[config.mk]
export PLATFORM = sky130hd
export DESIGN_NAME = scc_top
export DESIGN_NICKNAME = d
export VERILOG_FILES = /design/src/shared/scc_pkg.sv /design/src/design/scc_top.sv /design/src/design/scc_sync3.sv
export SDC_FILE = /design/constraint.sdc
export NUM_CORES = 1
export LEC_CHECK = 0
export BUFFER_PORTS_ARGS = -buffer_cell sky130_fd_sc_hd__buf_4
export CORE_MARGIN = 10
export CORE_UTILIZATION = 60
export CTS_CLUSTER_DIAMETER = 80
export DETAILED_ROUTE_END_ITERATION = 8
export PLACE_DENSITY = 0.91
export SYNTH_ARGS = -nofsm -noshare
export SYNTH_HDL_FRONTEND = slang
export SYNTH_HIERARCHICAL = 1
export SYNTH_SLANG_ARGS = --single-unit
[constraint.sdc]
create_clock -name clk_i -period 3.85 [get_ports clk_i]
set_input_delay 0.5775 -clock clk_i [delete_from_list [all_inputs] [get_ports clk_i]]
set_output_delay 0.5775 -clock clk_i [all_outputs]
set_load 0.01 [all_outputs]
[src/shared/scc_pkg.sv]
// Package: constants, types and register map of the sync, clamp and coast control block
package scc_pkg;

  // ==========================================================================
  // Register bus geometry
  // ==========================================================================
  localparam int unsigned ADDR_W = 8;
  localparam int unsigned DATA_W = 8;

  // ==========================================================================
  // Register offsets
  // ==========================================================================
  localparam logic [7:0] REG_CLAMP_PLACE = 8'h05;  // Clamp delay after sync trailing edge
  localparam logic [7:0] REG_CLAMP_DUR   = 8'h06;  // Clamp length in pixel periods
  localparam logic [7:0] REG_SLICE_THR   = 8'h07;  // Embedded sync slicer threshold code
  localparam logic [7:0] REG_STATUS      = 8'h08;  // Read-only live state
  localparam logic [7:0] REG_SYNC_CTRL   = 8'h0E;  // Line sync control
  localparam logic [7:0] REG_GATE_CTRL   = 8'h0F;  // Clamp and coast control

  // ==========================================================================
  // Field positions
  // ==========================================================================
  localparam int unsigned LINE_SYNC_SENSE_BIT = 6;  // In REG_SYNC_CTRL
  localparam int unsigned EXT_GATE_SEL_BIT    = 7;  // In REG_GATE_CTRL
  localparam int unsigned GATE_SENSE_BIT      = 6;  // In REG_GATE_CTRL
  localparam int unsigned HOLD_SENSE_BIT      = 3;  // In REG_GATE_CTRL
  localparam int unsigned ST_CLAMP_BIT        = 0;  // In REG_STATUS
  localparam int unsigned ST_HOLD_BIT         = 1;
  localparam int unsigned ST_SYNC_BIT         = 2;
  localparam int unsigned ST_SLICED_BIT       = 3;

  // ==========================================================================
  // Reset values
  // ==========================================================================
  localparam logic [7:0] SYNC_CTRL_RST   = 8'h40;  // Rising edge active
  localparam logic [7:0] GATE_CTRL_RST   = 8'h48;  // Internal clamp, active-high gate, hold high
  localparam logic [7:0] CLAMP_PLACE_RST = 8'h09;
  localparam logic [7:0] CLAMP_DUR_RST   = 8'h14;

  // ==========================================================================
  // Slicer threshold: code n means (n + 1) steps above the negative peak
  // ==========================================================================
  localparam int unsigned SLICE_STEP_MV  = 10;
  localparam int unsigned SLICE_MIN_MV   = 10;
  localparam int unsigned SLICE_MAX_MV   = 330;
  localparam int unsigned SLICE_DEF_MV   = 150;
  localparam logic [5:0]  SLICE_CODE_MAX = 6'((SLICE_MAX_MV - SLICE_MIN_MV) / SLICE_STEP_MV);
  localparam logic [5:0]  SLICE_CODE_RST = 6'((SLICE_DEF_MV - SLICE_MIN_MV) / SLICE_STEP_MV);

  // ==========================================================================
  // Input synchroniser lanes
  // ==========================================================================
  localparam int unsigned NUM_IN    = 4;
  localparam int unsigned IN_SYNC   = 0;
  localparam int unsigned IN_CLAMP  = 1;
  localparam int unsigned IN_COAST  = 2;
  localparam int unsigned IN_SLICED = 3;

  // ==========================================================================
  // Types
  // ==========================================================================
  typedef enum logic [1:0] {
    CLP_IDLE,
    CLP_DELAY,
    CLP_ACTIVE
  } scc_clp_ph_t;

  typedef struct packed {
    logic              wr;
    logic              rd;
    logic [ADDR_W-1:0] addr;
    logic [DATA_W-1:0] wdata;
  } scc_bus_req_t;

  typedef struct packed {
    logic [NUM_IN-1:0] f1;
    logic [NUM_IN-1:0] f2;
    logic [NUM_IN-1:0] f3;
    logic [NUM_IN-1:0] lvl;
  } scc_sync_st_t;

  typedef struct packed {
    logic [7:0]  sync_ctrl;
    logic [7:0]  gate_ctrl;
    logic [7:0]  place;
    logic [7:0]  dur;
    logic [5:0]  thr;
    logic [7:0]  rdata;
    scc_clp_ph_t ph;
    logic [7:0]  cnt;
    logic        sync_prev;
    logic        lead;
    logic        pll_ref;
    logic        hold;
    logic        clamp;
    logic        sliced;
  } scc_state_t;

endpackage : scc_pkg

[src/design/scc_top.sv]
// Line sync edge select, clamp gating, coast hold and slicer threshold control
module scc_top
  import scc_pkg::*;
(
  // Clock and reset
  input  wire logic                       clk_i,
  input  wire logic                       rst_i,
  // Register port
  input  wire logic [scc_pkg::ADDR_W-1:0] reg_addr_i,
  input  wire logic [scc_pkg::DATA_W-1:0] reg_wdata_i,
  input  wire logic                       reg_wr_i,
  input  wire logic                       reg_rd_i,
  output wire logic [scc_pkg::DATA_W-1:0] reg_rdata_o,
  // Pins from the graphics source
  input  wire logic                       line_sync_i,
  input  wire logic                       ext_clamp_i,
  input  wire logic                       coast_i,
  input  wire logic                       embedded_sync_cmp_i,
  // To the clock generator and the clamp switches
  output wire logic                       line_ref_o,
  output wire logic                       pll_ref_o,
  output wire logic                       pll_hold_o,
  output wire logic                       clamp_o,
  // Slicer
  output wire logic [5:0]                 slice_thr_o,
  output wire logic                       sliced_sync_out_o
);

  scc_state_t        st_q;
  scc_state_t        st_d;
  scc_bus_req_t      req;
  logic [NUM_IN-1:0] pin_norm;
  logic [NUM_IN-1:0] pin_lvl;
  logic              sync_now;
  logic              trail;
  logic              ext_sel;
  logic              ext_act;
  logic              hold_act;

  // ==========================================================================
  // Pin polarity and synchronisation
  // ==========================================================================
  assign req = '{wr: reg_wr_i, rd: reg_rd_i, addr: reg_addr_i, wdata: reg_wdata_i};

  // Polarity applied before the synchroniser so edges are always rising-leading
  always_comb
  begin
    pin_norm            = '0;
    pin_norm[IN_SYNC]   = line_sync_i ^ ~st_q.sync_ctrl[LINE_SYNC_SENSE_BIT];
    pin_norm[IN_CLAMP]  = ext_clamp_i ^ ~st_q.gate_ctrl[GATE_SENSE_BIT];
    pin_norm[IN_COAST]  = coast_i ^ ~st_q.gate_ctrl[HOLD_SENSE_BIT];
    pin_norm[IN_SLICED] = embedded_sync_cmp_i;
  end

  // Polarity flips mid-line may produce one spurious edge; software expects it
  scc_sync3 u_sync (
    .clk_i   (clk_i),
    .rst_i   (rst_i),
    .async_i (pin_norm),
    .level_o (pin_lvl)
  );

  // ==========================================================================
  // Derived levels and edges
  // ==========================================================================
  assign sync_now = pin_lvl[IN_SYNC];
  assign trail    = st_q.sync_prev & ~sync_now;
  assign ext_sel  = st_q.gate_ctrl[EXT_GATE_SEL_BIT];
  assign ext_act  = pin_lvl[IN_CLAMP];
  assign hold_act = pin_lvl[IN_COAST];

  // ==========================================================================
  // Next-state logic
  // ==========================================================================
  always_comb
  begin
    st_d           = st_q;
    st_d.sync_prev = sync_now;
    st_d.rdata     = '0;

    // Leading edge only; trailing edge never reaches the reference
    st_d.lead    = ~st_q.sync_prev & sync_now;
    // Reference withheld while coasting so the generator free-runs
    st_d.pll_ref = st_d.lead & ~hold_act;
    st_d.hold    = hold_act;
    st_d.sliced  = pin_lvl[IN_SLICED];

    // Register writes
    if (req.wr)
    begin
      case (req.addr)
        REG_SYNC_CTRL:   st_d.sync_ctrl = req.wdata;
        REG_GATE_CTRL:   st_d.gate_ctrl = req.wdata;
        REG_CLAMP_PLACE: st_d.place     = req.wdata;
        REG_CLAMP_DUR:   st_d.dur       = req.wdata;
        REG_SLICE_THR:
        begin
          // Codes past the top step saturate at 330 mV
          if (req.wdata[5:0] > SLICE_CODE_MAX || req.wdata[7:6] != 2'b00)
          begin
            st_d.thr = SLICE_CODE_MAX;
          end
          else
          begin
            st_d.thr = req.wdata[5:0];
          end
        end
        default:
        begin
        end
      endcase
    end

    // Register reads, answered one cycle later; unmapped reads give zero
    if (req.rd)
    begin
      case (req.addr)
        REG_SYNC_CTRL:   st_d.rdata = st_q.sync_ctrl;
        REG_GATE_CTRL:   st_d.rdata = st_q.gate_ctrl;
        REG_CLAMP_PLACE: st_d.rdata = st_q.place;
        REG_CLAMP_DUR:   st_d.rdata = st_q.dur;
        REG_SLICE_THR:   st_d.rdata = {2'b00, st_q.thr};
        REG_STATUS:
        begin
          st_d.rdata[ST_CLAMP_BIT]  = st_q.clamp;
          st_d.rdata[ST_HOLD_BIT]   = st_q.hold;
          st_d.rdata[ST_SYNC_BIT]   = sync_now;
          st_d.rdata[ST_SLICED_BIT] = st_q.sliced;
        end
        default:         st_d.rdata = '0;
      endcase
    end

    // Internal clamp timer, restarted by each sync trailing edge
    case (st_q.ph)
      CLP_IDLE:
      begin
      end
      CLP_DELAY:
      begin
        st_d.cnt = st_q.cnt - 8'h01;
        if (st_q.cnt == 8'h01)
        begin
          st_d.ph  = CLP_ACTIVE;
          st_d.cnt = st_q.dur;
        end
      end
      CLP_ACTIVE:
      begin
        st_d.cnt = st_q.cnt - 8'h01;
        if (st_q.cnt == 8'h01)
        begin
          st_d.ph = CLP_IDLE;
        end
      end
      default:
      begin
        st_d.ph = CLP_IDLE;
      end
    endcase

    // Trailing edge wins over any count in progress
    if (trail)
    begin
      if (st_q.dur == 8'h00)
      begin
        st_d.ph = CLP_IDLE;
      end
      else if (st_q.place == 8'h00)
      begin
        st_d.ph  = CLP_ACTIVE;
        st_d.cnt = st_q.dur;
      end
      else
      begin
        st_d.ph  = CLP_DELAY;
        st_d.cnt = st_q.place;
      end
    end

    // Gate source: external pin only when selected, else the timer
    if (ext_sel)
    begin
      st_d.clamp = ext_act;
    end
    else
    begin
      st_d.clamp = (st_d.ph == CLP_ACTIVE);
    end
  end

  // ==========================================================================
  // State register
  // ==========================================================================
  always_ff @(posedge clk_i or posedge rst_i)
  begin
    if (rst_i)
    begin
      st_q           <= '0;
      st_q.sync_ctrl <= SYNC_CTRL_RST;
      st_q.gate_ctrl <= GATE_CTRL_RST;
      st_q.place     <= CLAMP_PLACE_RST;
      st_q.dur       <= CLAMP_DUR_RST;
      st_q.thr       <= SLICE_CODE_RST;
    end
    else
    begin
      st_q <= st_d;
    end
  end

  // ==========================================================================
  // Outputs, all straight from flip-flops
  // ==========================================================================
  assign reg_rdata_o       = st_q.rdata;
  assign line_ref_o        = st_q.lead;
  assign pll_ref_o         = st_q.pll_ref;
  assign pll_hold_o        = st_q.hold;
  assign clamp_o           = st_q.clamp;
  assign slice_thr_o       = st_q.thr;
  assign sliced_sync_out_o = st_q.sliced;
endmodule : scc_top

[src/design/scc_sync3.sv]
// Three-stage input synchroniser with agreement filter for asynchronous pins
module scc_sync3
  import scc_pkg::*;
(
  // Clock and reset
  input  wire logic                       clk_i,
  input  wire logic                       rst_i,
  // Asynchronous inputs and filtered levels
  input  wire logic [scc_pkg::NUM_IN-1:0] async_i,
  output wire logic [scc_pkg::NUM_IN-1:0] level_o
);

  scc_sync_st_t st_q;
  scc_sync_st_t st_d;

  // ==========================================================================
  // Next state: first stage only feeds the second
  // ==========================================================================
  always_comb
  begin
    st_d    = st_q;
    st_d.f1 = async_i;
    st_d.f2 = st_q.f1;
    st_d.f3 = st_q.f2;
    // A change counts only once stages two and three agree
    for (int i = 0; i < NUM_IN; i++)
    begin
      if (st_q.f2[i] == st_q.f3[i])
      begin
        st_d.lvl[i] = st_q.f3[i];
      end
    end
  end

  // State register
  always_ff @(posedge clk_i or posedge rst_i)
  begin
    if (rst_i)
    begin
      st_q <= '0;
    end
    else
    begin
      st_q <= st_d;
    end
  end

  assign level_o = st_q.lvl;

endmodule : scc_sync3

# Yosys cells after proc, flatten, opt, wreduce, memory -nomap -nowiden
# Index checks and enable logic that the tools add are counted.
dict set report word_totals {
  reg_bits 78
  out_inout_bits 19
  wordCells 72
}
dict set report op_classes {
  add_sub_neg 1
  order_cmp 1
  eq_ne 14
  n_mux 13
  bitwise 12
  reduce_logical 10
}
# cell n
set ops {}
lappend ops {{$mux 10} 3}
lappend ops {{$eq 8x3->1 const B} 3}
lappend ops {{$eq 8x4->1 const B} 3}
lappend ops {{$pmux 4 s6} 1}
lappend ops {{$pmux 4 s5} 1}
lappend ops {{$logic_not 8->1} 2}
lappend ops {{$mux 8} 2}
lappend ops {{$pmux 8 s2} 1}
lappend ops {{$reduce_and 2->1} 5}
lappend ops {{$eq 8x1->1 const B} 1}
lappend ops {{$sub 8x1->8 const B} 1}
lappend ops {{$gt 6x6->1 const B} 1}
lappend ops {{$mux 6} 1}
lappend ops {{$not 1->1} 6}
lappend ops {{$pmux 2 s3} 1}
lappend ops {{$eq 1x1->1} 4}
lappend ops {{$eq 2x2->1 const B} 2}
lappend ops {{$mux 2} 2}
lappend ops {{$and 1x1->1} 3}
lappend ops {{$xor 1x1->1} 3}
lappend ops {{$eq 2x1->1 const B} 1}
lappend ops {{$logic_not 2->1} 1}
lappend ops {{$reduce_bool 2->1} 1}
lappend ops {{$logic_or 1x1->1} 1}
lappend ops {{$mux 1} 1}

# Depth between registers and ports, before layout
dict set report depth {
  depth_word 7
  depth_mapped 7
  mapped_depth_nobuf 6
}

# Hierarchy
# Netlist, hierarchy kept.
# mod instances cells_per_inst area_per_inst_um2
set by_module_without_submodules {}
lappend by_module_without_submodules {scc_top 1 291 3475.8}
lappend by_module_without_submodules {scc_sync3 1 25 479.2}

# Worst setup path before layout
# No wires, ideal clock.
dict set report synth_path {
  path_kind {input-to-reg}
  from {in reg_addr_i[5] (netlist bit)}
  to {reg st_q[39] (netlist bit)}
  setup_time_ns 0.125
  t_arrival_ns 1.861
  required_ns 3.725
  slack_ns 1.865
  stages 6
  path_cell_list {nor4_4 -> and4b_1 -> buf_4 -> and2_1 -> buf_6 -> mux2_2}
}
dict set report synth_between {
  elab_chain_cells 2
}
# item line_no
set synth_lines {}
lappend synth_lines {{from (decl)} scc_top.sv:9} ;# input wire logic [scc_pkg::ADDR_W-1:0] reg_addr_i,
lappend synth_lines {{$eq 8x3->1} scc_top.sv:91} ;# case (req.addr)
lappend synth_lines {{$reduce_and 2->1 (no source line)} -}
lappend synth_lines {{to (signal assigned)} scc_top.sv:208} ;# st_q <= st_d;
lappend synth_lines {{to (decl)} scc_top.sv:29} ;# scc_state_t st_q;
# Every way passes these cells.
# A chain may end at the register's enable or synchronous reset.

==> flow_summary_export.csv <==
group,metric,value,unit
place,gp_congestion,0.912,
drt,route.met3.wl,608,um
setup_path,r2r-end,"st_q[8]",
cells_and_area,multiInputGateArea,1750,um2
yosys,synth-edff-count,0,
cells_and_area,antennaDiodeCount,0,
yosys,synth-seq-area-share,49.7,%
timing,hold_ws,300,ps
drt,wl,9.22,mm
yosys,netlist_area,3960,um2
drt,ant_nets,0,
cells_and_area,final-seq-area,1960,um2
global_route,antenna_found_initial,0,
yosys,synthAdderAreaFrac,3.04,%
clock_tree,clk_latency,350,ps
setup_path,cpMaxStageDelayCell,"or4_1",
clock_tree,cts_buffers,9,
setup_path,crit_arrival,2390,ps
floorplan,initial_core_util,61.9,%
clock_tree,ctsResizeCount,0,
setup_path,regToRegSetupSlack,1730,ps
pwr,power_density,550,nW/um2
pwr,intPower,1660,uW
yosys,yosys_warnings,6,
drt,wl_met2,4.72,mm
yosys,ys.flop_type,"dfrtp_1",
pwr,p_leak,0.00195,uW
pwr,clkPwrFrac,30.2,%
setup_path,worstPathRequired,4120,ps
floorplan,dieWidth,101,um
timing,drv_slew,0,
place,hpwl,6.67,mm
floorplan,placementRows,29,
yosys,syn-num-nets,346,
clock_tree,cts_setup_buffers,0,
drt,met1_length,3.64,mm
global_route,grt_overflow,0,
clock_tree,clk_pin_slew,80,ps
yosys,ys_ff_latch,78,
clock_tree,hold_buffers,0,
pwr,combPwrFrac,27.1,%
timing,rsz0062_at_grt,"no",
timing,finClkSkew,9.37,ps
yosys,synth_simple_gate_area_share,13.4,%
clock_tree,cts_root_buf,"clkbuf_8",
job,max_cap_viol_count,0,
timing,setup_violations,0,
clock_tree,cts_tree,"done",
global_route,grt_usage,19.0,%
setup_path,ff2ff_path_depth,4,
drt,drt_iter0_drc,251,
cells_and_area,final_common_cell,"dfrtp_1",
yosys,ys_types,66,
setup_path,cp_top_family,"compound AO/OA/AOI/OAI gates",
floorplan,core_area,6390,um2
timing,worstMarginPinSlew,899,ps
cells_and_area,nNetsFinal,371,
floorplan,die_h,101,um
cells_and_area,n_fill_cell,446,
setup_path,timing.rr.start,"st_q[30]",
yosys,synth_xor_area_share,0.664,%
clock_tree,cts-htree-levels,3,
cells_and_area,drive_above_1_share,38.4,%
hold_path,min_path_type,"in -> async",
timing,tns,0,ps
clock_tree,cts_buffer_depth,2,
pwr,ir_drop,0.442,mV
yosys,syn_avg_cell_area,12.5,um2
setup_path,crit_fanout,13,
setup_path,worstPathCellList,"or4_1 > o21ai_2 > mux2_2 > a21oi_1",
setup_path,crit_path_end_kind,"flop",
cells_and_area,syn_to_final_growth,11.5,%
drt,top_layer_used,"met4",
floorplan,dieArea,10200,um2
clock_tree,clkSinkCount,78,
yosys,synth_top_family_by_area,"multiplexers",
timing,timing_hold_violations_final,0,
yosys,synth_cells,316,
setup_path,critPathBufInv,0,
timing,finalCritPeriodShare,55.2,%
yosys,synth_largest_area_cell,"dfrtp_1",
timing,fmax,0.471,GHz
setup_path,cp-start-kind,"flop",
drt,remaining_drc_errors,0,
global_route,grt_max_degree,44,
pwr,p_seq_share,42.6,%
setup_path,cpPeakStageDelay,600,ps
yosys,synthTopCellsByArea,"dfrtp_1 43%, mux2_2 9.4%, dfstp_2 6.6%",
yosys,synth.mux.area_fraction,14.0,%
timing,period_minus_slack,2120,ps
setup_path,critical_path_class,"reg -> reg",
yosys,synth_compound_area_share,13.3,%
yosys,synth_top_area_share,43.0,%
pwr,p_switching,770,uW
drt,viasPerCell,6.55,
drt,first_pass_iters,6,
floorplan,io_pins,43,
timing,maxSlewHeadroom,40.0,%
pwr,switching_share,31.7,%
global_route,grt_pass1_vias,2973,
run_status,outcome,"finished clean",
place,port_buffers,42,
drt,wire_per_inst,21.8,um
global_route,grt_pass1_wl,15.3,mm
cells_and_area,mostFrequentLayoutCells,"68 x dfrtp_1, 43 x buf_4, 33 x mux2_2",
yosys,synthArstFlopShare,100,%
drt,vias,2770,
-- metal layers --
metal  up-vias  global-route usage, %
li1       1226                      -
met2       131                   31.3
met1      1386                   22.7
met4         0                   7.40
met5         -                      0
met3        27                   5.72
-- per-stage QoR --
step | instances | util [%] | total power (uW) | cell area [um2] | worst slack [ps]
floorplan | 316 | - | 1520 | 3960 | 1750
global placement | 407 | 65.3 | 1660 | 4170 | 1530
detailed placement | 407 | 65.3 | 1700 | 4170 | 1440
CTS | 423 | 69.1 | 2430 | 4410 | 1740
global route | 423 | 69.1 | 2560 | 4410 | 1650
finish | 423 | 69.1 | 2430 | 4410 | 1730
-- cell usage after synthesis, types with 6 or more instances --
cell,instances
dfrtp_1,68
mux2_2,33
buf_4,20
a21oi_1,11
o21ai_0,11
dfstp_2,10
inv_1,9
nand2_1,9
nor2_1,9
nor2b_1,9
a22oi_1,8
nand3_1,8
ha_1,6
mux4_2,6
-- how the worst max path moves through the flow --
stage,start,endpoint,slack [ps],cells after the start
floorplan,rst_i,clamp_o,1750,1
global placement,reg_addr_i[5],st_q[42],1530,5
detailed placement,reg_addr_i[5],st_q[44],1440,5
CTS,st_q[30],st_q[8],1740,4
global route,st_q[30],st_q[8],1650,4
finish,st_q[30],st_q[8],1730,4
-- registers in the layout, summed over array words and instances (netlist names), 4 cells and up --
register        count
slice_thr_o         6
reg_rdata_o         8
st_q               42
u_sync/level_o      4
u_sync/st_q         4
u_sync/st_d         8
-- logic make-up (layout without fill, tap and decap cells) --
logic type | Yosys count | count (layout)
xor gates and xnor gates | 3 | 3
AOI/OAI and AO/OA | 70 | 70
buffers and inverters | 38 | 68
adders and majority gates | 10 | 10
DFF | 78 | 78
muxes | 43 | 43
and+or+nand+nor | 74 | 74
-- area by class of cell --
cell class	instances	share of cell area, %
well taps	77	2.18
flip-flops and latches	78	44.5
clock inverters	4	2.16
inverters	9	0.766
multi-input cells	200	39.7
clock buffers	12	3.29
repair buffers	43	7.32
-- power groups by stage --
stage	Clock, uW	Combinational (uW)	Sequential (uW)
3_3_place_gp	0	625	1030
5_1_grt	780	735	1050
2_1_floorplan	0	511	1010
4_1_cts	743	656	1030
3_5_place_dp	0	649	1050
6_report	734	659	1040
Note: power is estimated with default switching activity, not from simulation.
